### src/hw/stn_pkg.sv
// constants, types and helpers shared by the spi link tunnel
package stn_pkg;

	// register map (byte offsets on the configuration port)
	localparam logic [7:0] BC_CFG_ADDR   = 8'h23;
	localparam logic [7:0] FC_CFG_ADDR   = 8'h43;
	localparam logic [7:0] STATUS_ADDR   = 8'h44;

	// field positions
	localparam int         BC_BOOST_BIT  = 4;
	localparam int         BC_DIV_BIT    = 6;
	localparam int         MODE_LSB      = 0;
	localparam int         STAT_ACT_BIT  = 0;
	localparam int         STAT_OVF_BIT  = 1;
	localparam int         STAT_PEND_BIT = 2;
	localparam int         STAT_REV_BIT  = 3;

	// values after reset
	localparam logic [7:0] BC_CFG_RST    = 8'h00;
	localparam logic [7:0] FC_CFG_RST    = 8'h00;

	// fast channel mode codes that enable the tunnel
	localparam logic [2:0] MODE_SPI_FWD  = 3'h6;
	localparam logic [2:0] MODE_SPI_REV  = 3'h7;

	// back-channel frame period per rate, in ns, and in 50 MHz cycles
	localparam int         CLK_MHZ       = 50;
	localparam int         FRAME_NS_5M   = 7500;
	localparam int         FRAME_NS_10M  = 3750;
	localparam int         FRAME_NS_20M  = 1875;
	localparam int         CNT_W         = 9;
	localparam logic [CNT_W-1:0] FRAME_CYC_5M  = CNT_W'(FRAME_NS_5M * CLK_MHZ / 1000);
	localparam logic [CNT_W-1:0] FRAME_CYC_10M = CNT_W'(FRAME_NS_10M * CLK_MHZ / 1000);
	localparam logic [CNT_W-1:0] FRAME_CYC_20M = CNT_W'(FRAME_NS_20M * CLK_MHZ / 1000);
	localparam logic [CNT_W-1:0] CNT_ZERO      = 9'h000;
	localparam logic [CNT_W-1:0] CNT_ONE       = 9'h001;
	localparam logic [CNT_W-1:0] CNT_TWO       = 9'h002;

	// sample buffer shape
	localparam int         SAMPLE_W      = 1;
	localparam int         FIFO_DEPTH    = 2;

	typedef enum logic [1:0] {
		BC_IDLE  = 2'b00,
		BC_COUNT = 2'b01,
		BC_EMIT  = 2'b11
	} stn_bc_state_t;

	function automatic logic stn_is_mode(input logic [7:0] cfg, input logic [2:0] code);
		return cfg[MODE_LSB +: 3] == code;
	endfunction : stn_is_mode

	function automatic logic [CNT_W-1:0] stn_frame_len(input logic [7:0] bc_cfg);
		if (bc_cfg[BC_BOOST_BIT]) begin
			return FRAME_CYC_20M;
		end else if (bc_cfg[BC_DIV_BIT]) begin
			return FRAME_CYC_10M;
		end
		return FRAME_CYC_5M;
	endfunction : stn_frame_len

endpackage : stn_pkg

### src/hw/stn_stream_if.sv
// valid/ready sample stream between the tunnel and its buffer
`timescale 1ns/1ps
`default_nettype none
interface stn_stream_if;
	import stn_pkg::*;
	logic [SAMPLE_W-1:0] data;
	logic                valid;
	logic                ready;
	modport src (output data, output valid, input ready);
	modport snk (input data, input valid, output ready);
endinterface : stn_stream_if
`default_nettype wire

### src/hw/stn_fifo2.sv
// two-entry sample buffer with valid and ready on both sides
`timescale 1ns/1ps
`default_nettype none
module stn_fifo2 (
	input  wire logic     sys_clk_i,
	input  wire logic     reset_i,
	stn_stream_if.snk     fill_s,
	stn_stream_if.src     drain_s,
	output logic [1:0]    level_o
);
	import stn_pkg::*;

	typedef struct packed {
		logic [FIFO_DEPTH-1:0][SAMPLE_W-1:0] mem;
		logic                                wp;
		logic                                rp;
		logic [1:0]                          cnt;
	} stn_fifo_st_t;

	stn_fifo_st_t q;
	stn_fifo_st_t d;
	logic         push;
	logic         pop;

	assign fill_s.ready  = (q.cnt != 2'h2);
	assign drain_s.valid = (q.cnt != 2'h0);
	assign drain_s.data  = q.mem[q.rp];
	assign level_o       = q.cnt;
	assign push          = fill_s.valid && fill_s.ready;
	assign pop           = drain_s.valid && drain_s.ready;

	always_comb begin
		d = q;
		if (push) begin
			d.mem[q.wp] = fill_s.data;
			d.wp        = ~q.wp;
		end
		if (pop) begin
			d.rp = ~q.rp;
		end
		if (push && !pop) begin
			d.cnt = q.cnt + 2'h1;
		end else if (pop && !push) begin
			d.cnt = q.cnt - 2'h1;
		end
	end

	always_ff @(posedge sys_clk_i or posedge reset_i) begin
		if (reset_i) begin
			q <= '0;
		end else begin
			q <= d;
		end
	end

endmodule : stn_fifo2
`default_nettype wire

### src/hw/stn_spi_tunnel.sv
// spi tunnel across the secondary lane of the serial link, deserializer end
`timescale 1ns/1ps
`default_nettype none

module stn_spi_tunnel (
	input  wire logic       sys_clk_i,
	input  wire logic       reset_i,
	// configuration register port
	input  wire logic       cfg_wr_i,
	input  wire logic       cfg_rd_i,
	input  wire logic [7:0] cfg_addr_i,
	input  wire logic [7:0] cfg_wdata_i,
	output logic      [7:0] cfg_rdata_o,
	// link status
	input  wire logic       two_lane_i,
	// forward frame fields, one strobe per pixel
	input  wire logic       fwd_valid_i,
	input  wire logic       fwd_sclk_i,
	input  wire logic       fwd_mosi_i,
	input  wire logic       fwd_ss_n_i,
	// regenerated spi outputs
	output logic            tunnel_serial_clock_o,
	output logic            spi_mosi_o,
	output logic            spi_ss_n_o,
	// local master pins, reverse mode
	input  wire logic       tunnel_serial_clock_i,
	input  wire logic       spi_mosi_i,
	input  wire logic       spi_ss_n_i,
	// back-channel frame fields
	output logic            bc_frame_o,
	output logic            bc_ss_n_o,
	output logic            bc_sample_valid_o,
	output logic            bc_mosi_o
);
	import stn_pkg::*;

	typedef struct packed {
		logic [7:0]       bc_cfg;
		logic [7:0]       fc_cfg;
		logic [7:0]       rdata;
		logic             ovf;
		logic [2:0]       sync1;
		logic [2:0]       sync2;
		logic             sclk_prev;
		logic             fsclk_dly;
		logic             sclk_o;
		logic             mosi_o;
		logic             ss_n_o;
		stn_bc_state_t    st;
		logic [CNT_W-1:0] cnt;
		logic             frame;
		logic             bc_ss_n;
		logic             bc_valid;
		logic             bc_mosi;
	} stn_top_st_t;

	localparam stn_top_st_t ST_RST = '{
		bc_cfg:    BC_CFG_RST,
		fc_cfg:    FC_CFG_RST,
		rdata:     8'h00,
		ovf:       1'b0,
		// idle pin levels, so reset leaves no false clock edge behind
		sync1:     3'h4,
		sync2:     3'h4,
		sclk_prev: 1'b0,
		fsclk_dly: 1'b0,
		sclk_o:    1'b0,
		mosi_o:    1'b0,
		ss_n_o:    1'b1,
		st:        BC_IDLE,
		cnt:       CNT_ZERO,
		frame:     1'b0,
		bc_ss_n:   1'b1,
		bc_valid:  1'b0,
		bc_mosi:   1'b0
	};

	// synchroniser bit positions
	localparam int SY_SS   = 2;
	localparam int SY_SCLK = 1;
	localparam int SY_MOSI = 0;

	stn_top_st_t     q;
	stn_top_st_t     d;
	stn_stream_if    cap_s ();
	stn_stream_if    bc_s ();
	logic [1:0]      fifo_level;
	logic            fwd_active;
	logic            rev_active;
	logic            sclk_rise;
	logic [CNT_W-1:0] frame_len;

	// synchronised pin taps, decode helpers and per-frame content
	logic            pin_ss_n;
	logic            pin_sclk;
	logic            pin_mosi;
	logic            ovf_clr;
	logic            ovf_set;
	logic            fwd_take;
	logic            data_open;
	logic            frame_due;
	logic            frame_ss_n;
	logic            frame_has;
	logic            frame_bit;
	logic [7:0]      status_byte;

	assign fwd_active = two_lane_i && stn_is_mode(q.fc_cfg, MODE_SPI_FWD);
	assign rev_active = two_lane_i && stn_is_mode(q.fc_cfg, MODE_SPI_REV);
	assign frame_len  = stn_frame_len(q.bc_cfg);

	// pin levels are read from the second synchroniser stage only
	assign pin_ss_n   = q.sync2[SY_SS];
	assign pin_sclk   = q.sync2[SY_SCLK];
	assign pin_mosi   = q.sync2[SY_MOSI];
	assign sclk_rise  = pin_sclk && !q.sclk_prev;

	// samples are taken on the rising edge; the master cannot be stalled,
	// so a full buffer is reported as overflow instead of back-pressure
	assign cap_s.valid = rev_active && sclk_rise;
	assign cap_s.data  = pin_mosi;
	assign bc_s.ready  = (q.st == BC_EMIT);

	// a capture that finds the buffer full is lost; the sticky flag keeps the evidence
	assign ovf_clr     = cfg_wr_i && cfg_addr_i == STATUS_ADDR && cfg_wdata_i[STAT_OVF_BIT];
	assign ovf_set     = cap_s.valid && !cap_s.ready;
	assign fwd_take    = fwd_active && fwd_valid_i;
	assign data_open   = !q.fsclk_dly;
	assign frame_due   = (q.cnt >= frame_len - CNT_TWO);

	// what a frame carries: the select level always, at most one data sample
	assign frame_ss_n  = pin_ss_n;
	assign frame_has   = bc_s.valid;
	assign frame_bit   = bc_s.valid && bc_s.data[0];

	// status byte; the pending bit shows samples that have not left in a frame yet
	function automatic logic [7:0] pack_status(
		input logic act,
		input logic ovf,
		input logic pend,
		input logic rev
	);
		logic [7:0] s;
		s                = 8'h00;
		s[STAT_ACT_BIT]  = act;
		s[STAT_OVF_BIT]  = ovf;
		s[STAT_PEND_BIT] = pend;
		s[STAT_REV_BIT]  = rev;
		return s;
	endfunction : pack_status

	assign status_byte = pack_status(fwd_active || rev_active, q.ovf,
	                                 fifo_level != 2'h0, rev_active);

	stn_fifo2 u_fifo (
		.sys_clk_i (sys_clk_i),
		.reset_i   (reset_i),
		.fill_s    (cap_s.snk),
		.drain_s   (bc_s.src),
		.level_o   (fifo_level)
	);

	always_comb begin
		d = q;

		// register writes; the tunnel itself has no path in here
		if (cfg_wr_i) begin
			case (cfg_addr_i)
				BC_CFG_ADDR: begin
					d.bc_cfg = cfg_wdata_i;
				end
				FC_CFG_ADDR: begin
					d.fc_cfg = cfg_wdata_i;
				end
				default: begin
				end
			endcase
		end

		// register and status readback
		if (cfg_rd_i) begin
			case (cfg_addr_i)
				BC_CFG_ADDR: begin
					d.rdata = q.bc_cfg;
				end
				FC_CFG_ADDR: begin
					d.rdata = q.fc_cfg;
				end
				STATUS_ADDR: begin
					d.rdata = status_byte;
				end
				default: begin
					d.rdata = 8'h00;
				end
			endcase
		end

		// overflow: write one to clear, a new overflow in the same cycle wins
		if (ovf_clr) begin
			d.ovf = 1'b0;
		end
		if (ovf_set) begin
			d.ovf = 1'b1;
		end

		// pin synchronisers; stage one feeds stage two only
		d.sync1     = {spi_ss_n_i, tunnel_serial_clock_i, spi_mosi_i};
		d.sync2     = q.sync1;
		d.sclk_prev = pin_sclk;

		// forward regeneration on the pixel strobe; the clock leaves one strobe
		// behind its data, which buys the far slave a cycle of setup
		if (!fwd_active) begin
			d.fsclk_dly = 1'b0;
			d.sclk_o    = 1'b0;
			d.mosi_o    = 1'b0;
			d.ss_n_o    = 1'b1;
		end else if (fwd_take) begin
			d.fsclk_dly = fwd_sclk_i;
			d.sclk_o    = q.fsclk_dly;
			d.ss_n_o    = fwd_ss_n_i;
			// data moves only while the outgoing clock stays low
			if (data_open) begin
				d.mosi_o = fwd_mosi_i;
			end
		end

		// back-channel frame pacing; a frame leaves even without a sample so
		// the far end always learns the current select level
		d.frame    = 1'b0;
		d.bc_valid = 1'b0;
		if (!rev_active) begin
			d.st      = BC_IDLE;
			d.cnt     = CNT_ZERO;
			d.bc_ss_n = 1'b1;
			d.bc_mosi = 1'b0;
		end else begin
			case (q.st)
				BC_IDLE: begin
					d.st  = BC_COUNT;
					d.cnt = CNT_ZERO;
				end
				BC_COUNT: begin
					d.cnt = q.cnt + CNT_ONE;
					if (frame_due) begin
						d.st = BC_EMIT;
					end
				end
				BC_EMIT: begin
					d.frame    = 1'b1;
					d.bc_ss_n  = frame_ss_n;
					d.bc_valid = frame_has;
					d.bc_mosi  = frame_bit;
					d.st       = BC_COUNT;
					d.cnt      = CNT_ZERO;
				end
				default: begin
					d.st  = BC_IDLE;
					d.cnt = CNT_ZERO;
				end
			endcase
		end
	end

	always_ff @(posedge sys_clk_i or posedge reset_i) begin
		if (reset_i) begin
			q <= ST_RST;
		end else begin
			q <= d;
		end
	end

	assign cfg_rdata_o           = q.rdata;
	assign tunnel_serial_clock_o = q.sclk_o;
	assign spi_mosi_o            = q.mosi_o;
	assign spi_ss_n_o            = q.ss_n_o;
	assign bc_frame_o            = q.frame;
	assign bc_ss_n_o             = q.bc_ss_n;
	assign bc_sample_valid_o     = q.bc_valid;
	assign bc_mosi_o             = q.bc_mosi;

endmodule : stn_spi_tunnel
`default_nettype wire

### config.mk
export PLATFORM = sky130hd
export DESIGN_NAME = stn_spi_tunnel
export DESIGN_NICKNAME = d
export VERILOG_FILES = /design/src/hw/stn_pkg.sv /design/src/hw/stn_stream_if.sv /design/src/hw/stn_fifo2.sv /design/src/hw/stn_spi_tunnel.sv
export SDC_FILE = /design/constraint.sdc
export NUM_CORES = 1
export LEC_CHECK = 0
export ABC_CLOCK_PERIOD_IN_PS = 1900
export BUFFER_PORTS_ARGS = -buffer_cell sky130_fd_sc_hd__buf_4
export CAP_MARGIN = 20
export CORE_UTILIZATION = 40
export CTS_CLUSTER_DIAMETER = 50
export CTS_CLUSTER_SIZE = 10
export DETAILED_ROUTE_END_ITERATION = 12
export PLACE_DENSITY_LB_ADDON = 0.25
export SYNTH_ARGS = -nofsm -noshare
export SYNTH_HDL_FRONTEND = slang
export SYNTH_SLANG_ARGS = --single-unit
### constraint.sdc
create_clock -name sys_clk_i -period 1.9 [get_ports sys_clk_i]
set_clock_uncertainty 0.2 [all_clocks]
set_input_delay 0.095 -clock sys_clk_i [delete_from_list [all_inputs] [get_ports sys_clk_i]]
set_output_delay 0.095 -clock sys_clk_i [all_outputs]
set_load 0.02 [all_outputs]
## Yosys cells after proc, flatten, opt, wreduce, memory -nomap -nowiden

Cells that the tools add are included.

| storage, ports and cells | value |
|---|---|
| output and inout bits | 15 |
| bits in registers | 57 |
| word-level logic and storage cells | 97 |

| operators by class | value |
|---|---|
| $lt $le $gt $ge | 4 |
| add/subtract/negate cells | 4 |
| reduce and logical (&&, ||, !) cells | 27 |
| equal/unequal tests | 12 |
| bitwise operators | 2 |
| muxes and demuxes | 26 |

Operator list:

| kind | count |
|---|---|
| two-way mux 9 bit | 3 |
| case mux 8 bit (3 select lines) | 1 |
| case mux 11 bit (2 select lines) | 1 |
| == test 8 x 7 -> 1 bit, second input constant | 2 |
| logical AND 1 bit | 14 |
| two-way mux 1 bit | 12 |
| two-way mux 4 bit | 3 |
| two-way mux 11 bit | 1 |
| adder 9 x 1 -> 9 bit, second input constant | 1 |
| >= comparator 9 bit | 1 |
| subtractor 9 x 2 -> 9 bit, second input constant | 1 |
| == test 8 x 6 -> 1 bit, second input constant | 1 |
| == test 3 bit, second input constant | 2 |
| two-way mux 2 bit | 3 |
| AND reduction 2 bit | 3 |
| nonzero test 2 bit | 3 |
| zero test 1 bit | 4 |
| < comparator 1 x 2 -> 1 bit, second input constant | 2 |
| inequality test 2 x 1 -> 1 bit, second input constant | 2 |
| inequality test 2 bit, second input constant | 2 |
| inequality test 3 bit, second input constant | 1 |
| adder 2 x 1 -> 2 bit, second input constant | 1 |
| bitwise mux 2 bit | 1 |
| == test 2 x 1 -> 1 bit, second input constant | 1 |
| 8 further kinds | 9 |

## Logic depth before layout (Yosys ltp)

Gate-level depths: netlist (run 1).

| depth | value |
|---|---|
| depth after elaboration | 8 |
| mapped depth | 8 |

## By module

From an unflattened synthesis (run 1), not the netlist that was laid out.

| unflattened totals | value |
|---|---|
| cell total of the unflattened synthesis | 231 |
| area total of the unflattened synthesis | 2716.4 um^2 |

By module, submodules not included:

| module | area an instance (um^2) | times used | cells an instance |
|---|---|---|---|
| stn_spi_tunnel | 2409.8 | 1 | 206 |
| stn_fifo2 | 306.5 | 1 | 25 |

## Worst setup path before layout (run 1)

OpenSTA, ideal clock, no wires.

| timing path | value |
|---|---|
| path type | register -> register |
| start | register u_fifo.q (netlist bit u_fifo.level_o[1]) |
| end | register u_fifo.q (netlist bit u_fifo.level_o[1]) |
| setup slack | 0.175 ns |
| library setup time | 0.125 ns |
| arrival | 1.400 ns |
| data required time | 1.575 ns |
| cell stages (with the launch flop) | 7 |
| path buffers | 0 |
| clock period less this slack | 1.725 ns |
| cells stage by stage | dfrtp_1 > nor2b_1 > nor4b_4 > ha_1 > xor2_1 > nor2_1 > xor2_1 |

| between the ends | value |
|---|---|
| cells in the longest elaborated chain, start to end | 5 |

Ends and longest elaborated chain:

| item | RTL line | RTL |
|---|---|---|
| start: declaration | stn_fifo2.sv:20 | `stn_fifo_st_t q;` |
| start signal: assignment | stn_fifo2.sv:50 | `q <= '0;` |
| start signal: assignment | stn_fifo2.sv:52 | `q <= d;` |
| inequality test 2 bit (*) | stn_fifo2.sv:25 | `assign fill_s.ready = (q.cnt != 2'h2);` |
| logical AND 1 bit (*) | stn_fifo2.sv:29 | `assign push = fill_s.valid && fill_s.ready;` |
| named net u_fifo.push | stn_fifo2.sv:22 | `logic push;` |
| zero test 1 bit | stn_fifo2.sv:43 | `end else if (pop && !push) begin` |
| logical AND 1 bit | stn_fifo2.sv:43 |  |
| nonzero test 2 bit (no line) | - |  |

Mark *: on every way through the listed nets, which the timed path passes. The rest lies on a longest branch. The select of a mux whose other input is x is not followed.
A chain may end at the register's enable or synchronous reset.

## Final worst setup path (run 1)

| timing path | value |
|---|---|
| start | register q[36] (netlist bit) |
| end | register u_fifo.q[4] (netlist bit) |

| between the ends | value |
|---|---|
| cells in the longest elaborated chain, start to end | 4 |

Ends and longest elaborated chain:

| item | RTL line | RTL |
|---|---|---|
| start: declaration | stn_spi_tunnel.sv:83 | `stn_top_st_t q;` |
| start signal: assignment | stn_spi_tunnel.sv:266 | `q <= ST_RST;` |
| start signal: assignment | stn_spi_tunnel.sv:268 | `q <= d;` |
| == test 3 bit | stn_pkg.sv:50 | `return cfg[MODE_LSB +: 3] == code;` |
| logical AND 1 bit | stn_spi_tunnel.sv:108 | `assign rev_active = two_lane_i && stn_is_mode(q.fc_cfg, MODE_SPI_REV);` |
| logical AND 1 bit | stn_spi_tunnel.sv:119 | `assign cap_s.valid = rev_active && sclk_rise;` |
| logical AND 1 bit | stn_fifo2.sv:29 |  |
| named net u_fifo.push | stn_fifo2.sv:22 |  |

The timed path passes the listed nets, and every way through them passes these cells.

==> results of run 1 <==
tightest hold or removal path: cells and delay by family:
family	cells	cell delay, ps
compound gates	1	100
buf+inv	1	110
simple gates	2	220
metrics by stage:
stage	power (mW)	utilization	std cells	worst slack [ps]	hold slack, ps
6_report	2.61	0.563	384	124	38.5
3_3_place_gp	1.43	0.490	343	119	-15.6
3_5_place_dp	1.44	0.490	343	41.8	-15.4
5_1_grt	2.72	0.563	384	11.1	49.4
4_1_cts	2.64	0.555	381	31.3	26.0
2_1_floorplan	1.35	-	227	175	-101
layout make-up:
type | instances | area (sq um) | share of cell area
tap | 77 | 96.3 | 0.0263
clock buffer | 12 | 155 | 0.0424
timing repair buffer | 75 | 631 | 0.172
clock inverter | 4 | 51.3 | 0.0140
sequential | 57 | 1430 | 0.392
multi-input combinational | 142 | 1230 | 0.335
inverter | 17 | 63.8 | 0.0174
how the worst max path moves through the flow:
stage / endpoint / slack (ps) / depth (start not counted)
4_1_cts: q[14] / 30 / 7
5_1_grt: q[14] / 10 / 6
3_5_place_dp: q[14] / 40 / 7
2_1_floorplan: u_fifo.level_o[1] / 180 / 6
6_report: u_fifo.q[4] / 120 / 5
3_3_place_gp: q[14] / 120 / 7
layer usage:
layer  global-route usage  routed length, um  up-vias
met5                    0                  0        -
li1                     -                  -      954
met2                0.257               2540       33
met1                0.208               2500      941
met4               0.0663                 96        0
met3               0.0496                208       10
cells in the final DEF (no fill, tap or decap), drive strengths merged, types with 3 or more instances in the layout:
| master | n |
|---|---|
| xnor2 | 5 |
| nand2 | 8 |
| nand3 | 8 |
| or3 | 3 |
| dlygate4sd3 | 22 |
| dfstp | 4 |
| o21ai | 4 |
| a21oi | 7 |
| a22o | 3 |
| clkbuf | 12 |
| nor2 | 19 |
| o22ai | 8 |
| mux2 | 18 |
| nor4b | 4 |
| mux2i | 4 |
| a22oi | 8 |
| buf | 53 |
| ha | 10 |
| nand4 | 3 |
| xor2 | 6 |
| dfrtp | 53 |
| nor2b | 3 |
| o2bb2ai | 3 |
| inv | 17 |
cells by family (layout without fill, tap and decap cells):
family	after synthesis	count (layout)	share of synthesized area
mux	22	22	0.111
simple gates	60	60	0.146
xor+xnor	11	11	0.0349
other cells	1	1	0.00136
buf+inv	28	108	0.0502
flops	57	57	0.518
fa+ha+maj	10	10	0.0453
compound gates	38	38	0.0937
power groups by stage:
stage	Combinational (mW)	Clock [mW]	Sequential [mW]
6_report	0.198	1.15	1.26
2_1_floorplan	0.0767	0	1.27
3_5_place_dp	0.159	0	1.28
3_3_place_gp	0.156	0	1.28
5_1_grt	0.218	1.24	1.26
4_1_cts	0.193	1.19	1.26
what timing repair did:
item,CTS,global route
hold buffers,22,0
gates resized for setup,0,9
endpoints found under the setup margin,0,2
hold endpoints to repair,89,0
setup buffers,0,3
sequential cells by signal, indices dropped and copies added, names as in the netlist, 2 cells and up:
register / flops
u_fifo.level_o: 2
cfg_rdata_o: 8
d: 4
u_fifo.q: 4
q: 30
==> metrics.md, run 1 <==
| Metric | Value |
|---|---|
| Power Internal | 2.03 mW |
| Yosys reg bits | 57 |
| Yosys cell types | 45 |
| Die Height | 85.1 um |
| Pins Over Slew Limit | 0 |
| Post-Synthesis Net Count | 265 |
| Nets | 340 |
| Combinational power share | 0.076 |
| First-pass GRT wire length | 9040 um |
| Setup TNS | 0 ps |
| Worst path arrival time | 1790 ps |
| Antenna violations before repair | 0 |
| Drt total wl | 5340 um |
| Cells on worst reg2reg path | 5 |
| Peak supply drop | 0.614 mV |
| Share of cells above drive strength 1 | 0.352 |
| Startpoint of the worst hold path | cfg_addr_i[7] |
| Site Rows | 29 |
| CP Launch Type | register |
| Gr usage total | 0.162 |
| CP startpoint | q[36] |
| Slowest CP cell | dfrtp_1 |
| Post-detailed-route via-to-cell ratio | 5.05 |
| Cell leakage power | 1.70 nW |
| Outcome | completed |
| Hold crit path type | input port to register |
| Tcrit/Tclk final | 0.935 |
| Worst R2R Setup Slack | 120 ps |
| Sw Ratio | 0.221 |
| Die ar. | 7250 sq um |
| Die W | 85.1 um |
| Sw Pwr | 0.575 mW |
| Worst-Skew Late Latency | 330 ps |
| Mapped Area | 2760 sq um |
| Initial core utilization | 0.426 |
| Hpwl dp | 3700 um |
| Yosys top cell by area | dfrtp_1 |
| Buf/Inv on CP | 1 |
| Core area | 6490 sq um |
| Max_cap viols | 0 |
| EDFF count, synth | 0 |
| Initial DRC count | 61 |
| Min-Delay Endpoint | cfg_rdata_o[0] |
| Largest stage delay, worst path | 430 ps |
| Cell breakdown of the critical path | nand4_4, nor4b_4, buf_4, and2b_1, mux2_1 |
| Largest net degree at the start of global routing | 58 |
| DRC | 0 |
| Top FF cell, synth | dfrtp_1 |
| Post-route ant nets | 0 |
| Unrepaired setup endpoints after global routing | false |
| Clock slew seen by the registers of the worst setup and hold paths | 70 ps |
| I/O pin total | 43 |
| Pwr dens | 713 nW/um^2 |
| Cell area after placement | 3180 sq um |
| Synth Warn # | 0 |
| Area delta synth->final | 32.3% |
| Vias in the first global route | 1,973 |
| Clk sink count | 57 |
| Worst-case clock buffer depth | 2 |
| Grt total ovfl | 0 |
| Final Cell Area | 3660 sq um |
| Area share of the largest cell type after synthesis | 0.480 |
| N_diodes | 0 |
| Clk pwr share | 0.442 |
| Worst r2r dst | u_fifo.q[4] |
| RePlAce Congestion | 0.728 |
| Seq/Total Area, Yosys | 0.518 |
| Setup-failing EPs final | 0 |
| Final Critical Period | 1780 ps |
| Worst path top cell family by delay | simple AND/OR/NAND/NOR gates |
| Top-count cell post-synth | dfrtp_1 |
| Root Buffer | clkbuf_8 |
| CP Capture Type | register |
| CTS tree | yes |
| Synth area leaders | dfrtp_1, mux2_4, ha_1 |
| RR Startpoint | q[36] |
| PortBufs | 42 |
| WL/cell | 13.9 um |
| Syn_area_per_cell | 12.2 sq um |
| Hold Path Stages | 4 |
| First-pass DRT Iterations | 4 |
| Commonest cells in the netlist | dfrtp_1, nor2_1, inv_1, mux2_4, ha_1 |
| Worst Path Max Fanout | 4 |
| Flop pwr share | 0.482 |
| Peak Freq | 563 MHz |
| Critical path data required time | 1920 ps |
| # fillers | 550 |
| CTS Buf Count | 9 |
| Mapped Cells | 227 |
| Via count | 1,938 |
| Async S/R FF share, synth | 1.00 |
| H-tree levels | 3 |
| Critical path class | register to register |
| Final Hold Fails | 0 |
Note: power is estimated with default switching activity, not from simulation.
==> run 2, diff against run 1 <==
--- a/config.mk
+++ b/config.mk
@@ -5,6 +5,7 @@
 export SDC_FILE = /design/constraint.sdc
 export NUM_CORES = 1
 export LEC_CHECK = 0
+export ABC_AREA = 1
 export ABC_CLOCK_PERIOD_IN_PS = 1900
 export BUFFER_PORTS_ARGS = -buffer_cell sky130_fd_sc_hd__buf_4
 export CAP_MARGIN = 20
@@ -13,6 +14,7 @@
 export CTS_CLUSTER_SIZE = 10
 export DETAILED_ROUTE_END_ITERATION = 12
 export PLACE_DENSITY_LB_ADDON = 0.25
+export RECOVER_POWER = 25
 export SYNTH_ARGS = -nofsm -noshare
 export SYNTH_HDL_FRONTEND = slang
 export SYNTH_SLANG_ARGS = --single-unit
==> run 2 against run 1 <==
- sequential share of layout area decreased by 1.0 points
- cell count grew 29%
- clock power rose by 37%
- global-route usage increased by 0.58 points
- wire length grew 5.6%
- via count rose by 15%
- largest cell class unchanged
- combinational power increased by 2%
==> metrics.md, run 2 <==
| Metric | Value |
|---|---|
| Via count | 2,235 |
| Critical path class | register to register |
| Post-detailed-route via-to-cell ratio | 4.52 |
| Cells after DPL | 456 |
| Largest net degree at the start of global routing | 36 |
| # fillers | 658 |
| H-tree levels | 3 |
| DRC | 0 |
| Outcome | completed |
| Final Critical Period | 1760 ps |
| GRT Max-Usage Layer | met2 |
| First-pass DRT Iterations | 4 |
| Syn_area_per_cell | 8.79 sq um |
| Vias in the first global route | 2,130 |
| Buf/Inv on CP | 2 |
| Hold crit path type | input port to register |
| Clk sink count | 57 |
| Site Rows | 30 |
| Core area | 6870 sq um |
| CP Capture Type | register |
| Initial core utilization | 0.419 |
| Pwr dens | 810 nW/um^2 |
| Top-count cell post-synth | nand2_1 |
| Most common cell after layout, fill and taps aside | nand2_1 |
| Unrepaired setup endpoints after global routing | false |
| Largest stage delay, worst path | 400 ps |
| EDFF count, synth | 0 |
| Die ar. | 7550 sq um |
| Mapped Area | 2880 sq um |
| Grt total ovfl | 0 |
| Max FFs per register | 30 |
| Die Height | 86.9 um |
| Antenna violations before repair | 0 |
| Synth area leaders | dfrtp_1, nand2_1, inv_1 |
| Global Route met2 Usage | 0.259 |
| Synth Warn # | 0 |
| Worst-Skew Late Latency | 350 ps |
| PortBufs | 42 |
| Peak Freq | 568 MHz |
| First-pass GRT wire length | 9560 um |
| CTS Buf Count | 9 |
| Slew @ Worst Pin | 906 ps |
| Slowest CP cell | dfrtp_1 |
| Seq/Total Area, Yosys | 0.497 |
| Post-Synthesis Net Count | 366 |
| Hpwl dp | 3870 um |
| N_diodes | 0 |
| Yosys reg bits | 57 |
| Root Buffer | clkbuf_8 |
| Max_cap viols | 0 |
| Clock slew seen by the registers of the worst setup and hold paths | 70 ps |
| Top FF cell, synth | dfrtp_1 |
| Yosys top cell by area | dfrtp_1 |
| Commonest cells in the netlist | nand2_1, dfrtp_1, inv_1 |
| Normalized max-slew margin | 0.395 |
| Peak supply drop | 0.564 mV |
| Worst Path Max Fanout | 5 |
| Cell leakage power | 1.91 nW |
| Tcrit/Tclk final | 0.926 |
| Post-route ant nets | 0 |
| Die W | 86.9 um |
| Setup TNS | 0 ps |
| Largest Register | q |
| I/O pin total | 43 |
| Worst path arrival time | 1790 ps |
| Worst-case clock buffer depth | 2 |
| Setup-failing EPs final | 0 |
| Cell breakdown of the critical path | inv_2, nand2_1, nand3_2, inv_1, ha_1, a21oi_2, o21ai_0, xor2_1 |
| Pins Over Slew Limit | 0 |
| Share of cells above drive strength 1 | 0.248 |
| Non-filler cells, final | 495 |
| Yosys cell types | 28 |
| Final Hold Fails | 0 |
| Worst path top cell family by delay | flip-flops |
| Area delta synth->final | 30.0% |
| WHS | 75.3 ps |
| Critical path data required time | 1930 ps |
| Initial DRC count | 118 |
| RePlAce Congestion | 0.771 |
| Commonest cells after routing, fill and taps aside | nand2_1, dfrtp_1, buf_4, inv_1, nand3_1 |
| Nets | 432 |
| Area share of the largest cell type after synthesis | 0.460 |
| Met3 GRT Util | 0.0408 |
| Mapped Cells | 328 |
| Async S/R FF share, synth | 1.00 |
| Met1 Usage GRT | 0.220 |
| WL/cell | 11.4 um |
| CTS tree | yes |
| Drt total wl | 5640 um |
| CP Launch Type | register |
| Gr usage total | 0.168 |
## run 2: cell types whose count changed after synthesis, moves of 5 or more
cell	previous run	this run
nand3_1	5	27
nand2_1	8	88
a22oi_1	8	0
mux2_4	17	0
o22ai_1	8	0
o21ai_2	0	16
buf_6	0	5
nor2_1	19	25
a21oi_1	7	12
inv_1	17	41
## run 2: cells by family after synthesis
| group | after synthesis | synth area share |
|---|---|---|
| other cells | 1 | 0.00130 |
| flops | 57 | 0.497 |
| xor+xnor | 6 | 0.0182 |
| compound gates | 40 | 0.0916 |
| fa+ha+maj | 10 | 0.0434 |
| buf+inv | 57 | 0.0977 |
| simple gates | 157 | 0.251 |
## run 2: metal layers
| layer | vias to the layer above | wire length [um] |
|---|---|---|
| met2 | 36 | 2600 |
| met1 | 1027 | 2770 |
| met3 | 9 | 176 |
| met4 | 0 | 99 |
| met5 | - | 0 |
| li1 | 1163 | - |
## run 2: cell type report
class	instances	area (sq um)	share of cell area
Inverter	43	161	0.0431
Tap cell	96	120	0.0321
Timing Repair Buffer	69	582	0.155
Sequential cell	57	1430	0.382
Clock inverter	5	125	0.0334
Clock buffer	11	151	0.0404
Multi-Input combinational cell	214	1180	0.314
## run 2: repair_timing
action / CTS / global route
endpoints found under the setup margin: 0 / 1
endpoints found under the hold margin: 55 / 0
setup buffers: 0 / 1
resized for setup: 0 / 3
hold buffers: 22 / 0
## run 2: worst reg2reg max path, cell delays in order, from the launching register on
cell	delay [ps]
dfrtp_1	400
inv_2	110
nand2_1	80
nand3_2	120
inv_1	50
ha_1	320
a21oi_2	110
o21ai_0	100
xor2_1	150
## run 2: per-stage QoR
stage | power, mW | setup slack, ps | instance area (sq um) | utilization
6_report | 3.03 | 141 | 3750 | 0.546
5_1_grt | 3.13 | 50.7 | 3750 | 0.546
4_1_cts | 3.05 | 102 | 3740 | 0.544
3_5_place_dp | 1.44 | 117 | 3240 | 0.472
3_3_place_gp | 1.44 | 157 | 3240 | 0.472
2_1_floorplan | 1.37 | 207 | 2880 | -
## run 2: report_power, final
group | internal (mW) | total [mW] | switching [mW]
combinational | 0.0975 | 0.202 | 0.104
clock | 1.07 | 1.58 | 0.507
sequential | 1.24 | 1.25 | 0.0129
total | 2.41 | 3.03 | 0.624
## run 2: final timing paths
check	startpoint	slack, ps	cells after the start	endpoint
hold reg to reg	d[21]	150	0	d[19]
max in group asynchronous	reset_i	460	4	spi_ss_n_o
setup / recovery	u_fifo.level_o[0]	140	8	u_fifo.level_o[1]
setup reg to reg	u_fifo.level_o[0]	140	8	u_fifo.level_o[1]
min in group asynchronous	reset_i	300	3	bc_mosi_o
hold / removal	cfg_addr_i[0]	80	7	q[26]
